`src/hw/seg_drv_consts.svh`:
```
// constants of the serial seven-segment frame driver
// assumes byte addressing on a 32-bit apb bus
`ifndef SEG_DRV_CONSTS_SVH
`define SEG_DRV_CONSTS_SVH

// register byte offsets
`define OFS_CTRL        12'h000
`define OFS_STATUS      12'h004
`define OFS_COUNTER     12'h008
`define OFS_DIGIT_BASE  12'h040
`define OFS_DIGIT_LAST  12'h078

// control register fields
`define CTRL_CONT_BIT   0
`define CTRL_ONCE_BIT   1
`define CTRL_PWM_LSB    4
`define CTRL_PWM_MSB    7

// status register fields
`define STAT_FRAME_BIT  0
`define STAT_DONE_BIT   1
`define STAT_BUSY_BIT   2
`define STAT_CONT_BIT   3

// reset values
`define PWM_RESET       4'hF
`define REPEAT_RESET    4'h0

// frames sent per single update request
`define FRAME_REPEAT_COUNT 4'h1

// frame timing on the low counter half, blank slot pattern and digit count
`define LOW_LAST        16'hFFFF
`define FIRST_RISE      16'h0100
`define FLAG_END        16'hFF00
`define BLANK_SEG       8'hFF
`define DIGIT_COUNT     15

`endif

```
`src/hw/seg_drv_pkg.sv`:
```
// types of the serial seven-segment frame driver
// constants live in seg_drv_consts.svh
package seg_drv_pkg;

    typedef logic [14:0][8:0] digit_array_t;

    typedef struct packed {
        logic        psel;
        logic        penable;
        logic        pwrite;
        logic [11:0] paddr;
        logic [31:0] pwdata;
    } apb_req_t;

    typedef struct packed {
        logic [31:0] prdata;
        logic        pready;
        logic        pslverr;
    } apb_rsp_t;

    typedef struct packed {
        logic shift_clock_out;
        logic shift_data_out;
        logic latch_enable_out;
    } link_t;

    typedef struct packed {
        logic frame_start_flag;
        logic frame_done_level;
        logic frame_done_pulse;
    } flags_t;

    typedef struct packed {
        digit_array_t digit_words;
        logic         refresh_request;
        logic [3:0]   brightness_level;
        logic [3:0]   frame_repeat_count;
        logic [31:0]  cnt;
        logic         active;
        logic         cont_frame;
        link_t        link;
        flags_t       flags;
        apb_rsp_t     rsp;
    } state_t;

endpackage
```
`src/hw/digit_bit_serialiser.sv`:
```
// serial seven-segment frame driver with an apb register file
// assumes an apb master on pclk and a chain of up to five 3-digit shift-register modules
//
// Contract
// state clears asynchronously while presetn is low; brightness resets to 4'hF and shift data to 1
// fifteen 9-bit digit words, index 3*module+position, position 0 is right
// continuous request level sends frames back to back with pwm brightness
// a single request sends a fixed number of frames at full brightness
// frame start flag rises at frame start, stays high nearly whole frame
// frame end gives a held done level and a one-cycle done pulse
// 4-bit brightness sets intensity, used only in continuous mode
// 32-bit free running counter, all bits out, low 16 time frames
// frame is 16 slots, 128 shift clocks, then one latch pulse
// frame begins when the low 16 counter bits are all zero
// frames stop only when request low and repeat counter is zero
// shift clock is counter bit 8
// bit in packet selected by counter bits 11 to 9, 16 packets
// digit slot selected by counter bits 15 to 12
// latch goes high when the low counter half rolls over to zero
// single mode: latch low again at the next rising shift clock
// continuous mode: latch low at a point set by brightness
// bit 8 clear sends bits 7 to 0 raw, low lights segment
// bit 8 set decodes hex in bits 3 to 0, bit 7 is point
// software keeps digit words stable until the frame ends
// a single update pulse starts one frame from present words
// latch rising edge loads displays, low lights, high blanks
// modules shift on rising shift clock and pass data down the chain
// common anode: decoded patterns are sent inverted
// word 0 lands in first module right digit, spare slot blank
// packets go msb first; repeat count reloads on each request
//
// Implementation choices: the register offsets and the APB interface to the registers.
`timescale 1ns/1ps
`include "seg_drv_consts.svh"

module digit_bit_serialiser (
    // clock and reset
    input  wire logic        pclk,
    input  wire logic        presetn,
    // apb slave
    input  wire logic        psel,
    input  wire logic        penable,
    input  wire logic        pwrite,
    input  wire logic [11:0] paddr,
    input  wire logic [31:0] pwdata,
    output logic      [31:0] prdata,
    output logic             pready,
    output logic             pslverr,
    // display chain
    output logic             shift_clock_out,
    output logic             shift_data_out,
    output logic             latch_enable_out,
    // frame status
    output logic             frame_start_flag,
    output logic             frame_done_level,
    output logic             frame_done_pulse,
    output logic      [31:0] timing_counter_out
);

    // segments active high, bit 0 = a ... bit 6 = g
    function automatic logic [6:0] hex_segments(input logic [3:0] v);
        logic [6:0] s;
        s = 7'h00;
        unique case (v)
            4'h0: s = 7'h3F;
            4'h1: s = 7'h06;
            4'h2: s = 7'h5B;
            4'h3: s = 7'h4F;
            4'h4: s = 7'h66;
            4'h5: s = 7'h6D;
            4'h6: s = 7'h7D;
            4'h7: s = 7'h07;
            4'h8: s = 7'h7F;
            4'h9: s = 7'h6F;
            4'hA: s = 7'h77;
            4'hB: s = 7'h7C;
            4'hC: s = 7'h39;
            4'hD: s = 7'h5E;
            4'hE: s = 7'h79;
            4'hF: s = 7'h71;
        endcase
        return s;
    endfunction

    // wire pattern of one digit word, low lights a segment
    function automatic logic [7:0] wire_pattern(input logic [8:0] w);
        logic [7:0] p;
        p = w[7:0];
        if (w[8]) begin
            p = ~{w[7], hex_segments(w[3:0])};
        end
        return p;
    endfunction

    // true for addresses inside the digit word window
    function automatic logic is_digit_addr(input logic [11:0] a);
        return a >= `OFS_DIGIT_BASE && a <= `OFS_DIGIT_LAST && a[1:0] == 2'b00;
    endfunction

    seg_drv_pkg::state_t s_q;
    seg_drv_pkg::state_t s_d;
    seg_drv_pkg::apb_req_t req;

    assign req = '{psel: psel, penable: penable, pwrite: pwrite,
                   paddr: paddr, pwdata: pwdata};

    always_comb begin
        logic        access;
        logic        wr_take;
        logic        once_req;
        logic [15:0] lo;
        logic [3:0]  slot;
        logic [2:0]  bitn;
        logic [7:0]  pkt;
        logic [3:0]  widx;
        logic        start;
        logic [31:0] rd;
        logic        bad;

        s_d      = s_q;
        access   = req.psel && req.penable;
        wr_take  = access && s_q.rsp.pready && req.pwrite;
        once_req = 1'b0;
        widx     = 4'(req.paddr[5:2] - 4'h0);
        rd       = 32'h0000_0000;
        bad      = 1'b0;
        lo       = 16'h0000;
        slot     = 4'h0;
        bitn     = 3'h0;
        pkt      = `BLANK_SEG;
        start    = 1'b0;

        // apb: one wait state, answer registered
        s_d.rsp.pready  = access && !s_q.rsp.pready;
        if (access && !s_q.rsp.pready) begin
            unique case (req.paddr)
                `OFS_CTRL: begin
                    rd[`CTRL_CONT_BIT]               = s_q.refresh_request;
                    rd[`CTRL_PWM_MSB:`CTRL_PWM_LSB]  = s_q.brightness_level;
                end
                `OFS_STATUS: begin
                    rd[`STAT_FRAME_BIT] = s_q.flags.frame_start_flag;
                    rd[`STAT_DONE_BIT]  = s_q.flags.frame_done_level;
                    rd[`STAT_BUSY_BIT]  = s_q.active;
                    rd[`STAT_CONT_BIT]  = s_q.cont_frame;
                end
                `OFS_COUNTER: rd = s_q.cnt;
                default: begin
                    if (is_digit_addr(req.paddr)) begin
                        rd[8:0] = s_q.digit_words[widx - 4'h0];
                    end else begin
                        bad = 1'b1;
                    end
                end
            endcase
            s_d.rsp.prdata  = rd;
            s_d.rsp.pslverr = bad;
        end

        if (wr_take) begin
            if (req.paddr == `OFS_CTRL) begin
                s_d.refresh_request  = req.pwdata[`CTRL_CONT_BIT];
                s_d.brightness_level = req.pwdata[`CTRL_PWM_MSB:`CTRL_PWM_LSB];
                once_req             = req.pwdata[`CTRL_ONCE_BIT];
            end else if (is_digit_addr(req.paddr)) begin
                s_d.digit_words[widx] = req.pwdata[8:0];
            end
        end

        // free-running timebase
        s_d.cnt = s_q.cnt + 32'h0000_0001;
        lo      = s_d.cnt[15:0];

        s_d.flags.frame_done_pulse = 1'b0;
        start = 1'b0;
        if (s_q.cnt[15:0] == `LOW_LAST) begin
            if (s_q.active) begin
                s_d.link.latch_enable_out  = 1'b1;
                s_d.flags.frame_done_pulse = 1'b1;
                s_d.flags.frame_done_level = 1'b1;
            end
            // a request that is still set starts the next frame
            if (s_q.refresh_request || s_q.frame_repeat_count != 4'h0) begin
                start          = 1'b1;
                s_d.cont_frame = s_q.refresh_request;
                if (!s_q.refresh_request) begin
                    s_d.frame_repeat_count = s_q.frame_repeat_count - 4'h1;
                end
            end
            s_d.active = start;
        end
        // reload wins over the decrement in the same cycle
        if (once_req) begin
            s_d.frame_repeat_count = `FRAME_REPEAT_COUNT;
        end

        if (s_d.active && lo == `FIRST_RISE) begin
            s_d.flags.frame_done_level = 1'b0;
        end
        s_d.flags.frame_start_flag = s_d.active && lo < `FLAG_END;

        // latch back low: first rising shift clock, or brightness point
        if (s_q.link.latch_enable_out && lo[8]) begin
            if (!s_q.cont_frame) begin
                s_d.link.latch_enable_out = 1'b0;
            end else if (lo[15:12] >= 4'hF - s_q.brightness_level) begin
                s_d.link.latch_enable_out = 1'b0;
            end
        end

        // serial stream: slot 0 is the spare that falls off the chain end
        s_d.link.shift_clock_out = lo[8];
        slot = lo[15:12];
        bitn = lo[11:9];
        pkt  = `BLANK_SEG;
        if (slot != 4'h0) begin
            pkt = wire_pattern(s_q.digit_words[4'(4'hF - slot)]);
        end
        s_d.link.shift_data_out = s_d.active ? pkt[3'h7 - bitn] : 1'b1;
    end

    // reset values are constants only
    always_ff @(posedge pclk or negedge presetn) begin
        if (!presetn) begin
            s_q                    <= '0;
            s_q.brightness_level   <= `PWM_RESET;
            s_q.frame_repeat_count <= `REPEAT_RESET;
            s_q.link.shift_data_out <= 1'b1;
        end else begin
            s_q <= s_d;
        end
    end

    assign prdata             = s_q.rsp.prdata;
    assign pready             = s_q.rsp.pready;
    assign pslverr            = s_q.rsp.pslverr;
    assign shift_clock_out    = s_q.link.shift_clock_out;
    assign shift_data_out     = s_q.link.shift_data_out;
    assign latch_enable_out   = s_q.link.latch_enable_out;
    assign frame_start_flag   = s_q.flags.frame_start_flag;
    assign frame_done_level   = s_q.flags.frame_done_level;
    assign frame_done_pulse   = s_q.flags.frame_done_pulse;
    assign timing_counter_out = s_q.cnt;

endmodule

```
`config.mk`:
```
export PLATFORM = sky130hd
export DESIGN_NAME = digit_bit_serialiser
export DESIGN_NICKNAME = d
export VERILOG_FILES = /design/src/hw/seg_drv_pkg.sv /design/src/hw/digit_bit_serialiser.sv
export VERILOG_INCLUDE_DIRS = /design/src /design/src/hw
export SDC_FILE = /design/constraint.sdc
export NUM_CORES = 1
export LEC_CHECK = 0
export BUFFER_PORTS_ARGS = -buffer_cell sky130_fd_sc_hd__buf_4
export CAP_MARGIN = 5
export CORE_ASPECT_RATIO = 0.75
export CORE_MARGIN = 2
export CORE_UTILIZATION = 40
export DETAILED_ROUTE_END_ITERATION = 8
export GPL_TIMING_DRIVEN = 0
export PLACE_DENSITY_LB_ADDON = 0.25
export SLEW_MARGIN = 30
export SYNTH_ARGS = -nofsm -noshare
export SYNTH_HDL_FRONTEND = slang
export SYNTH_SLANG_ARGS = --single-unit
export TNS_END_PERCENT = 100
```
`constraint.sdc`:
```
create_clock -name pclk -period 4.3 [get_ports pclk]
set_clock_uncertainty 0.1 [all_clocks]
set_input_delay 1.075 -clock pclk [delete_from_list [all_inputs] [get_ports pclk]]
set_output_delay 1.075 -clock pclk [all_outputs]
set_load 0.02 [all_outputs]
```
Word level (Yosys, flattened, before mapping)
Memories as Yosys holds them, arrays and structs flattened. Index checks and enable logic that the tools add are counted. W data, S select, Z words.

Bits in read-only memories: 112. Register bits after elaboration: 218. Output and inout bits: 72. Input port bits: 49. Memories kept: 1. Logic and storage cells: 117.

Reduce and logical (&&, ||, !) cells: 27. $lt $le $gt $ge: 8. $add $sub $neg: 5. Eq/ne operators: 5. Bitwise logic cells: 2. Mux-type cells: 39.

Memories: (no name shown) (depth 16, bits a word 7, rd ports 1, clocked after Yosys merged registers in 0, wr ports 0, RTL line digit_bit_serialiser.sv:64) `unique case (v)`.

Operators with widths (number): $bwmux W135 (1); $bmux W9 S4 (2); $demux W9 S4 (1); $mux W9 (4); $add A32 B1 Y32 const B (1); $mux W23 (1); $eq A16 B16 Y1 const B (1); $eq A16 B9 Y1 const B (1); $lt A16 B16 Y1 const B (1); $mux W4 (4); $mux W8 (2); $mux W1 (14); $mux W7 (2); $eq A12 B3 Y1 const B (1); $eq A12 B4 Y1 const B (1); $ge A12 B7 Y1 const B (1); $le A12 B7 Y1 const B (1); $logic_not A12 Y1 (1); $pmux W4 S3 (1); $logic_and A1 B1 Y1 (10); $lt A4 B5 Y1 const B (2); $pmux W3 S3 (1); $not A8 Y8 (1); $reduce_bool A2 Y1 (4); other kinds (20) (27).

Longest topological paths before layout
Gate-level depths: netlist of the first run. An unclocked memory read counts as a cell.

Depth after elaboration: 13. Mapped depth: 18. Mapped depth without buffers: 15.

Least setup slack after synthesis of the first run
No wires, ideal clock.

Path type: reg2reg. Start point: register s_q (netlist bit timing_counter_out[0]). End point: register, netlist name shift_data_out. Arrival: 3.991 ns. Period minus slack after synthesis: 4.185 ns. Required time: 4.106 ns. Stages on the path, launching flop included: 18. Buffers on the path: 3. Path slack: 0.115 ns. Library setup time: 0.094 ns. Cells stage by stage: dfrtp_1 -> ha_1 -> nand4_4 -> or4_1 -> clkbuf_1 -> and2_1 -> buf_6 -> clkinv_4 -> buf_8 -> mux4_2 -> a22o_1 -> a221oi_2 -> inv_1 -> ha_1 -> o31ai_1 -> a31oi_1 -> a2111oi_1 -> a311oi_1.

RTL lines: start: declaration (RTL line digit_bit_serialiser.sv:100) `seg_drv_pkg::state_t s_q;`.

==> summary.txt, run 1 <==
Worst hold path
  – Worst Min Path Start: prdata[17]
  – Hold Path Class: reg2reg
  – Hold endpoint: prdata[17]
  – Min-Delay Path Depth: 2

Global routing
  – Total Routing Usage GR: 0.253
  – Initial antenna violation count: 1
  – Vias in the first global route: 9,363
  – Remaining global-route overflow: 0
  – Largest net degree at the start of global routing: 84
  – First-pass GRT wire length: 59.7 mm

Synthesis
  – Yosys warns: 0
  – Number of synthesized flops with an enable pin: 0
  – Yosys top cell by area: dfrtp_1
  – Post-Synth Adder-Cell Area: 0.0134
  – Syn_area_per_cell: 11.1 µm²
  – Synth top cells by count: dfrtp_1, mux2_2, nand2_1
  – Area share of the largest cell type after synthesis: 0.437
  – Top cells by area, synth: dfrtp_1, mux2_2, mux4_2
  – Post-synthesis sequential area ratio: 0.448
  – Post-synth ARST share: 1.00
  – #FFs+latches synth: 217
  – Post-Synth XOR/XNOR Area: 0.0237
  – Synth Area in Simple Gates: 0.121
  – Post-synthesis compound-gate area fraction: 0.0970
  – Mux cell area share after synthesis: 0.224
  – Yosys cell types: 82
  – Synthesized Nets: 1,155
  – Synth Instances: 1,093
  – Most numerous cell in the Yosys netlist: dfrtp_1
  – Main combinational cell family by area after synthesis: multiplexers
  – Mapped Area: 0.0121 mm²
  – Primary FF master, synth: dfrtp_1

Floorplanning
  – Ports: 121
  – Core box area: 0.0300 mm²
  – Die Ht: 155 µm
  – Cell Rows: 55
  – Die Width: 205 µm
  – Initial core utilization: 0.404
  – Die ar.: 0.0317 mm²

Status
  – Status: finished clean

Critical path
  – CP Capture Type: flop
  – Worst reg2reg endpoint: shift_data_out
  – Worst Path Arrival: 4.47 ns
  – Type of the worst setup path: reg2reg
  – Worst path required time: 4.63 ns
  – CP Launch Type: flop
  – Crit-path max FO: 10
  – Register-to-Register Path Depth: 14
  – Setup slack, reg-to-reg: 0.16 ns
  – Reg2Reg Launch Point: timing_counter_out[0]

Place
  – Pre-CTS WS: -1.01 ns
  – GPL Wtd Cong: 0.909
  – Dpl hpwl: 28.7 mm
  – Area post-placement: 0.0135 mm²
  – I/O Buffers: 93

Layout
  – Final instance area: 0.0147 mm²
  – Area growth, synth to finish: 21.0%
  – Final nets: 1,303
  – Filler Cells Inserted: 2,766
  – Layout cells sized above 1: 0.404
  – Core Util, Final: 0.489

Detailed routing
  – Final wirelength: 40.0 mm
  – DR iter-0 viols: 973
  – Post-DR vias/cell: 5.84
  – Post-route DRC: 0
  – Antenna Nets Post-Route: 0
  – Vias: 9,679
  – Pre-antenna DRT Iters: 7
  – DR WL/cell: 24.1 µm

Timing
  – Achievable Freq: 241 MHz
  – Hold Vio Cnt, Final: 0
  – Tmin final: 4.14 ns
  – Setup tns final: 0 ns
  – Worst Tran Pin Value: 1.06 ns
  – Slew Limit Fails: 0
  – Setup ws final: 0.156 ns
  – Tcrit/Tclk final: 0.964
  – Minimum hold slack: 0.378 ns
  – Max-slew headroom: 0.292
  – # setup viols final: 0

Pwr
  – Sw Pwr: 1030 µW
  – Net Sw Frac: 0.235
  – Pwr dens: 299 mW/mm²
  – Maximum VDD drop: 0.262 mV
  – Combinational Power Share: 0.048
  – Internal power: 3350 µW
  – P_leak: 0.00670 µW
  – Reg power frac: 0.469
  – Clock Power Share: 0.483

Run
  – Max cap viols: 0

Clock network
  – H-tree Lvls: 1
  – Worst-Skew Late Latency: 0.53 ns
  – CTS root buf: clkbuf_16
  – CTS Sinks: 217
  – Reg clk slew, reported paths: 0.06 ns
  – CTS tree: done
  – CTS buffer count: 23
  – Clock Path Buffers: 3
## per-stage QoR
step / total power, µW / cells
finish: 4380 / 1658
global route: 4510 / 1657
CTS: 4410 / 1645
detailed placement: 2300 / 1595
global placement: 2290 / 1585
floorplan: 2180 / 1093
## cells in the final DEF, fill, tap and decap left out, drive strengths merged, types with 6 or more instances in the layout
| cell type | count |
|---|---|
| mux2 | 143 |
| nand4 | 12 |
| a21boi | 6 |
| nand3 | 38 |
| a221oi | 6 |
| ha | 13 |
| nor3 | 16 |
| a31oi | 8 |
| inv | 21 |
| nor2 | 43 |
| xor2 | 11 |
| mux4 | 41 |
| nor4 | 8 |
| a21oi | 18 |
| nand2 | 128 |
| or4 | 6 |
| clkbuf | 72 |
| dfrtp | 212 |
| xnor2 | 21 |
| and3 | 29 |
| mux2i | 18 |
| a211oi | 20 |
| buf | 214 |
| clkinv | 7 |
| o21ai | 59 |
## routing by layer
layer  GRT usage  part of all wire
met1       0.391              0.46
met5           0                 0
met4      0.0682             0.026
met3      0.0855              0.12
met2       0.329              0.39
## sequential cells by signal, summed over array words and instances, names as in the netlist
register and cells:
s_q 146, prdata 32, timing_counter_out 32, frame_done_level 1, frame_done_pulse 1, frame_start_flag 1, latch_enable_out 1, pready 1
pslverr 1, shift_data_out 1
## cells by family (layout without fill, tap and decap cells)
family          Yosys count  after routing
compound gates          171            171
xor+xnor                 32             32
fa+ha+maj                13             13
buf+inv                 157            321
flops                   217            217
mux                     202            202
other cells               0              2
simple gates            301            301
## worst max path at each step
stage	start	endpoint
after global placement	paddr[2]	s_q[117]
after CTS	timing_counter_out[10]	shift_data_out
final	timing_counter_out[0]	shift_data_out
after global routing	timing_counter_out[10]	shift_data_out
after detailed placement	timing_counter_out[0]	shift_data_out
after floorplan	timing_counter_out[0]	shift_data_out
## power groups by stage
stage	combinational (µW)	clock [µW]	sequential (µW)
6_report	212	2110	2050
5_1_grt	230	2220	2050
4_1_cts	212	2150	2050
3_5_place_dp	212	0	2090
3_3_place_gp	201	0	2090
2_1_floorplan	86.8	0	2090
## layout make-up
| class | instances | area, µm² | area share |
|---|---|---|---|
| Antenna cell | 2 | 5.00 | 0.000341 |
| Timing Repair Buffer | 125 | 1000 | 0.0683 |
| Multi-Input combinational cell | 719 | 6030 | 0.411 |
| Sequential cell | 217 | 5450 | 0.371 |
| Clock buffer | 29 | 638 | 0.0435 |
| Clock inverter | 12 | 153 | 0.0104 |
| Buffer | 132 | 808 | 0.0551 |
| Tap cell | 399 | 499 | 0.0340 |
| Inverter | 23 | 95.1 | 0.00648 |
## critical path, stage by stage, from the launching register on
cell and delay, ns:
dfrtp_2 0.41, ha_4 0.17, nand4_4 0.14, buf_4 0.21
or4_1 0.41, xor2_1 0.23, clkbuf_2 0.38, nand2_2 0.25
a21oi_2 0.48, or3_1 0.19, buf_2 0.20, nor2_1 0.10
a2111oi_4 0.34, a2111oi_1 0.10, a311oi_2 0.32
## timing repair
| action | CTS | global route |
|---|---|---|
| setup buffers | 10 | 12 |
| gates resized for setup | 27 | 35 |
| pin swaps | 3 | 8 |
| endpoints found under the hold margin | 0 | 0 |
| setup endpoints to repair | 1 | 1 |
| hold buffers | 0 | 0 |
Power figures use the tool's default switching activity.
==> run 2, diff against run 1 <==
- ABC_AREA: unset -> 1
- CELL_PAD_IN_SITES_DETAIL_PLACEMENT: unset -> 1
- CELL_PAD_IN_SITES_GLOBAL_PLACEMENT: unset -> 1
==> run 2 against run 1 <==
Via count up 21%. Non-clock buffer count decreased by 23. Critical endpoint unchanged. Clock power decreased by 2%. Final cell count grew 23%. Core utilization decreased by 0.81 points.
==> summary.txt, run 2 <==
Critical path
  – Critical path's slowest cell: dfrtp_2 (was a21oi_2)
  – CP Capture Type: flop (unchanged)
  – Crit path top cell by count: nand2_1
  – Worst path bufs/invs: 4 (was 3)
  – Type of the worst setup path: reg2reg (unchanged)
  – Worst reg2reg endpoint: shift_data_out (unchanged)
  – Reg2Reg Launch Point: timing_counter_out[0] (unchanged)
  – Worst path required time: 4.67 ns (was 4.63 ns)
  – CP delay by family, top: simple AND/OR/NAND/NOR gates (was compound AO/OA/AOI/OAI gates)
  – Max incr delay on CP: 0.46 ns (was 0.48 ns)
  – Worst Path Arrival: 4.55 ns (was 4.47 ns)
  – Setup slack, reg-to-reg: 0.12 ns (was 0.16 ns)
  – CP Launch Type: flop (unchanged)
  – CP Cell Sequence: ha_1 > nand2_2 > nor2_4 > nand4_4 > nand2_4 > buf_6 > buf_4 > o211ai_1 > nand3_1 > nand3_1 > nand3_4 > inv_1 > ha_1 > nand3_1 > inv_1 > nor2_1 > nand2_1 > nand3_1 > nand2_1 > nand2_1 > nand2_1 > nand2_1 > nand2_1 (was ha_4 > nand4_4 > buf_4 > or4_1 > xor2_1 > clkbuf_2 > nand2_2 > a21oi_2 > or3_1 > buf_2 > nor2_1 > a2111oi_4 > a2111oi_1 > a311oi_2)
  – Crit-path max FO: 10 (unchanged)
  – Register-to-Register Path Depth: 23 (was 14)

Synthesis
  – Post-synth ARST share: 1.00 (unchanged)
  – Syn_area_per_cell: 7.95 µm² (was 11.1 µm²)
  – Primary FF master, synth: dfrtp_1 (unchanged)
  – Synth Instances: 1,508 (was 1,093)
  – Synth top cells by count: nand2_1, dfrtp_1, o21ai_0 (was dfrtp_1, mux2_2, nand2_1)
  – Top cells by area, synth: dfrtp_1, nand2_1, o21ai_0 (was dfrtp_1, mux2_2, mux4_2)
  – Post-synthesis sequential area ratio: 0.454 (was 0.448)
  – #FFs+latches synth: 217 (unchanged)
  – Area share of the largest cell type after synthesis: 0.443 (was 0.437)
  – Yosys warns: 0 (unchanged)
  – Most numerous cell in the Yosys netlist: nand2_1 (was dfrtp_1)
  – Synthesized Nets: 1,570 (was 1,155)
  – Yosys top cell by area: dfrtp_1 (unchanged)
  – Mapped Area: 0.0120 mm² (was 0.0121 mm²)
  – Yosys cell types: 51 (was 82)
  – Number of synthesized flops with an enable pin: 0 (unchanged)

Floorplanning
  – Die Width: 204 µm (was 205 µm)
  – Cell Rows: 54 (was 55)
  – Ports: 121 (unchanged)
  – Core box area: 0.0293 mm² (was 0.0300 mm²)
  – Initial core utilization: 0.410 (was 0.404)
  – Die ar.: 0.0314 mm² (was 0.0317 mm²)
  – Die Ht: 154 µm (was 155 µm)

Detailed routing
  – DR iter-0 viols: 1,258 (was 973)
  – Pre-antenna DRT Iters: 8 (was 7)
  – Post-route DRC: 0 (unchanged)
  – Post-DR vias/cell: 5.72 (was 5.84)
  – DR WL/cell: 23.1 µm (was 24.1 µm)
  – Vias: 11,676 (was 9,679)
  – Final wirelength: 47.2 mm (was 40.0 mm)
  – Antenna Nets Post-Route: 0 (unchanged)

Layout
  – Diode count: 0 (was 2)
  – Largest register FFs: 146 (unchanged)
  – Area growth, synth to finish: 17.4% (was 21.0%)
  – Commonest cells after routing, fill and taps aside: nand2_1, dfrtp_1, o21ai_0, buf_4, nand3_1 (was dfrtp_1, buf_4, mux2_2, nand2_1, o21ai_0)
  – Most common cell after layout, fill and taps aside: nand2_1 (was dfrtp_1)
  – Filler Cells Inserted: 3,608 (was 2,766)
  – Final nets: 1,695 (was 1,303)
  – Layout cells sized above 1: 0.174 (was 0.404)
  – Register bank with the most flops: s_q (unchanged)
  – Final instance area: 0.0141 mm² (was 0.0147 mm²)

Global routing
  – Initial antenna violation count: 1 (unchanged)
  – Largest net degree at the start of global routing: 81 (was 84)
  – First-pass GRT wire length: 72.4 mm (was 59.7 mm)
  – Remaining global-route overflow: 0 (unchanged)
  – Total Routing Usage GR: 0.304 (was 0.253)
  – Vias in the first global route: 11,901 (was 9,363)

Clock network
  – CTS root buf: clkbuf_16 (unchanged)
  – H-tree Lvls: 1 (unchanged)
  – CTS buffer count: 24 (was 23)
  – Hold buffer count at CTS: 0 (unchanged)
  – CTS Sinks: 217 (unchanged)
  – Worst-Skew Late Latency: 0.55 ns (was 0.53 ns)
  – Clock Path Buffers: 3 (unchanged)
  – Reg clk slew, reported paths: 0.06 ns (about the same)
  – CTS tree: done (unchanged)

Place
  – Dpl hpwl: 34.8 mm (was 28.7 mm)
  – Area post-placement: 0.0133 mm² (was 0.0135 mm²)
  – GPL Wtd Cong: 0.958 (was 0.909)
  – I/O Buffers: 96 (was 93)

Timing
  – Setup tns final: 0 ns (unchanged)
  – Hold Vio Cnt, Final: 0 (unchanged)
  – Tmin final: 4.18 ns (was 4.14 ns)
  – Tcrit/Tclk final: 0.973 (was 0.964)
  – Minimum hold slack: 0.383 ns (was 0.378 ns)
  – Slew Limit Fails: 0 (unchanged)
  – # setup viols final: 0 (unchanged)
  – Max-slew headroom: 0.389 (was 0.292)
  – Achievable Freq: 239 MHz (was 241 MHz)
  – Worst Tran Pin Value: 0.917 ns (was 1.06 ns)
  – Unrepaired setup endpoints after global routing: false

Pwr
  – Pwr dens: 316 mW/mm² (was 299 mW/mm²)
  – Maximum VDD drop: 0.241 mV (was 0.262 mV)
  – Total power: 4450 µW (was 4380 µW)
  – P_leak: 0.00653 µW (was 0.00670 µW)

Run
  – Max cap viols: 0 (unchanged)

Worst hold path
  – Hold Path Class: in2async (was reg2reg)

Status
  – Status: finished clean (unchanged)
==> run 2: cell types whose count changed in the layout (fill, tap and decap cells not counted), sizes merged, moves of 25 or more <==
cell | before | now
nand3 | 38 | 123
o22ai | 3 | 28
nand2 | 128 | 449
inv | 21 | 117
buf | 214 | 188
and3 | 29 | 0
mux2 | 143 | 0
nor2 | 43 | 70
mux4 | 41 | 0
o21ai | 59 | 195
==> run 2: stage by stage <==
stage                     instances  setup WS [ns]   util
after global routing           2042        0.00129  0.481
after CTS                      2041         0.0204  0.480
after global placement         1996         0.0229  0.451
final                          2042          0.115  0.481
after detailed placement       1998         0.0325  0.453
after floorplan                1508           1.28      -
==> run 2: report_power, final <==
group	switching [µW]	internal, µW	total (µW)
Sequential	9.18	2060	2070
Combinational	224	96.7	321
Clock	915	1150	2070
Total	1150	3310	4450
==> run 2: worst max path at each step <==
stage          cells past startpoint                  start             end  slack (ns)
3_5_place_dp                      10               paddr[3]       prdata[7]        0.03
5_1_grt                           24  timing_counter_out[0]  shift_data_out       0.001
3_3_place_gp                       9               paddr[3]       prdata[0]        0.02
4_1_cts                           23  timing_counter_out[0]  shift_data_out        0.02
2_1_floorplan                     11               paddr[3]        s_q[108]        1.28
6_report                          23  timing_counter_out[0]  shift_data_out        0.12
==> run 2: timing repair <==
action / 4_1_cts / 5_1_grt
endpoints found under the setup margin: 0 / 1
hold endpoints to repair: 0 / 0
resized for setup: 0 / 6
setup buffers: 0 / 2
==> run 2: kinds of logic after synthesis <==
logic type                 Yosys count  synth area share
AOI/OAI and AO/OA                  310             0.152
and+or+nand+nor                    688             0.255
adders and majority gates           13            0.0136
DFF                                217             0.454
buffers and inverters              256             0.109
xor gates and xnor gates            24            0.0175
==> run 2: final cells by class <==
type                    instances  area [µm²]  area share
plain buffers                 134         845      0.0600
clock buffers                  35         712      0.0506
clock inverters                 8        60.1     0.00427
inverters                     121         455      0.0324
multi-input cells            1035        5270       0.375
flip-flops and latches        217        5440       0.386
well taps                     392         490      0.0349
repair buffers                100         798      0.0567
==> run 2: worst register-to-register path: stages, from the launching register on <==
cell and delay [ns]:
dfrtp_2 0.46, ha_1 0.24, nand2_2 0.08, nor2_4 0.27, nand4_4 0.29, nand2_4 0.26
buf_6 0.20, buf_4 0.26, o211ai_1 0.11, nand3_1 0.18, nand3_1 0.20, nand3_4 0.20
inv_1 0.10, ha_1 0.23, nand3_1 0.14, inv_1 0.05, nor2_1 0.09, nand2_1 0.10
nand3_1 0.10, nand2_1 0.05, nand2_1 0.06, nand2_1 0.04, nand2_1 0.16, nand2_1 0.12
==> run 2: per-layer routing <==
metal / wire length, µm / vias up / share of wire / global-route usage
met5: 0 / - / 0 / 0
li1: - / 5230 / - / -
met1: 21000 / 5834 / 0.45 / 0.447
met4: 1510 / 0 / 0.032 / 0.0914
met3: 4480 / 88 / 0.095 / 0.0697
met2: 20100 / 524 / 0.43 / 0.444
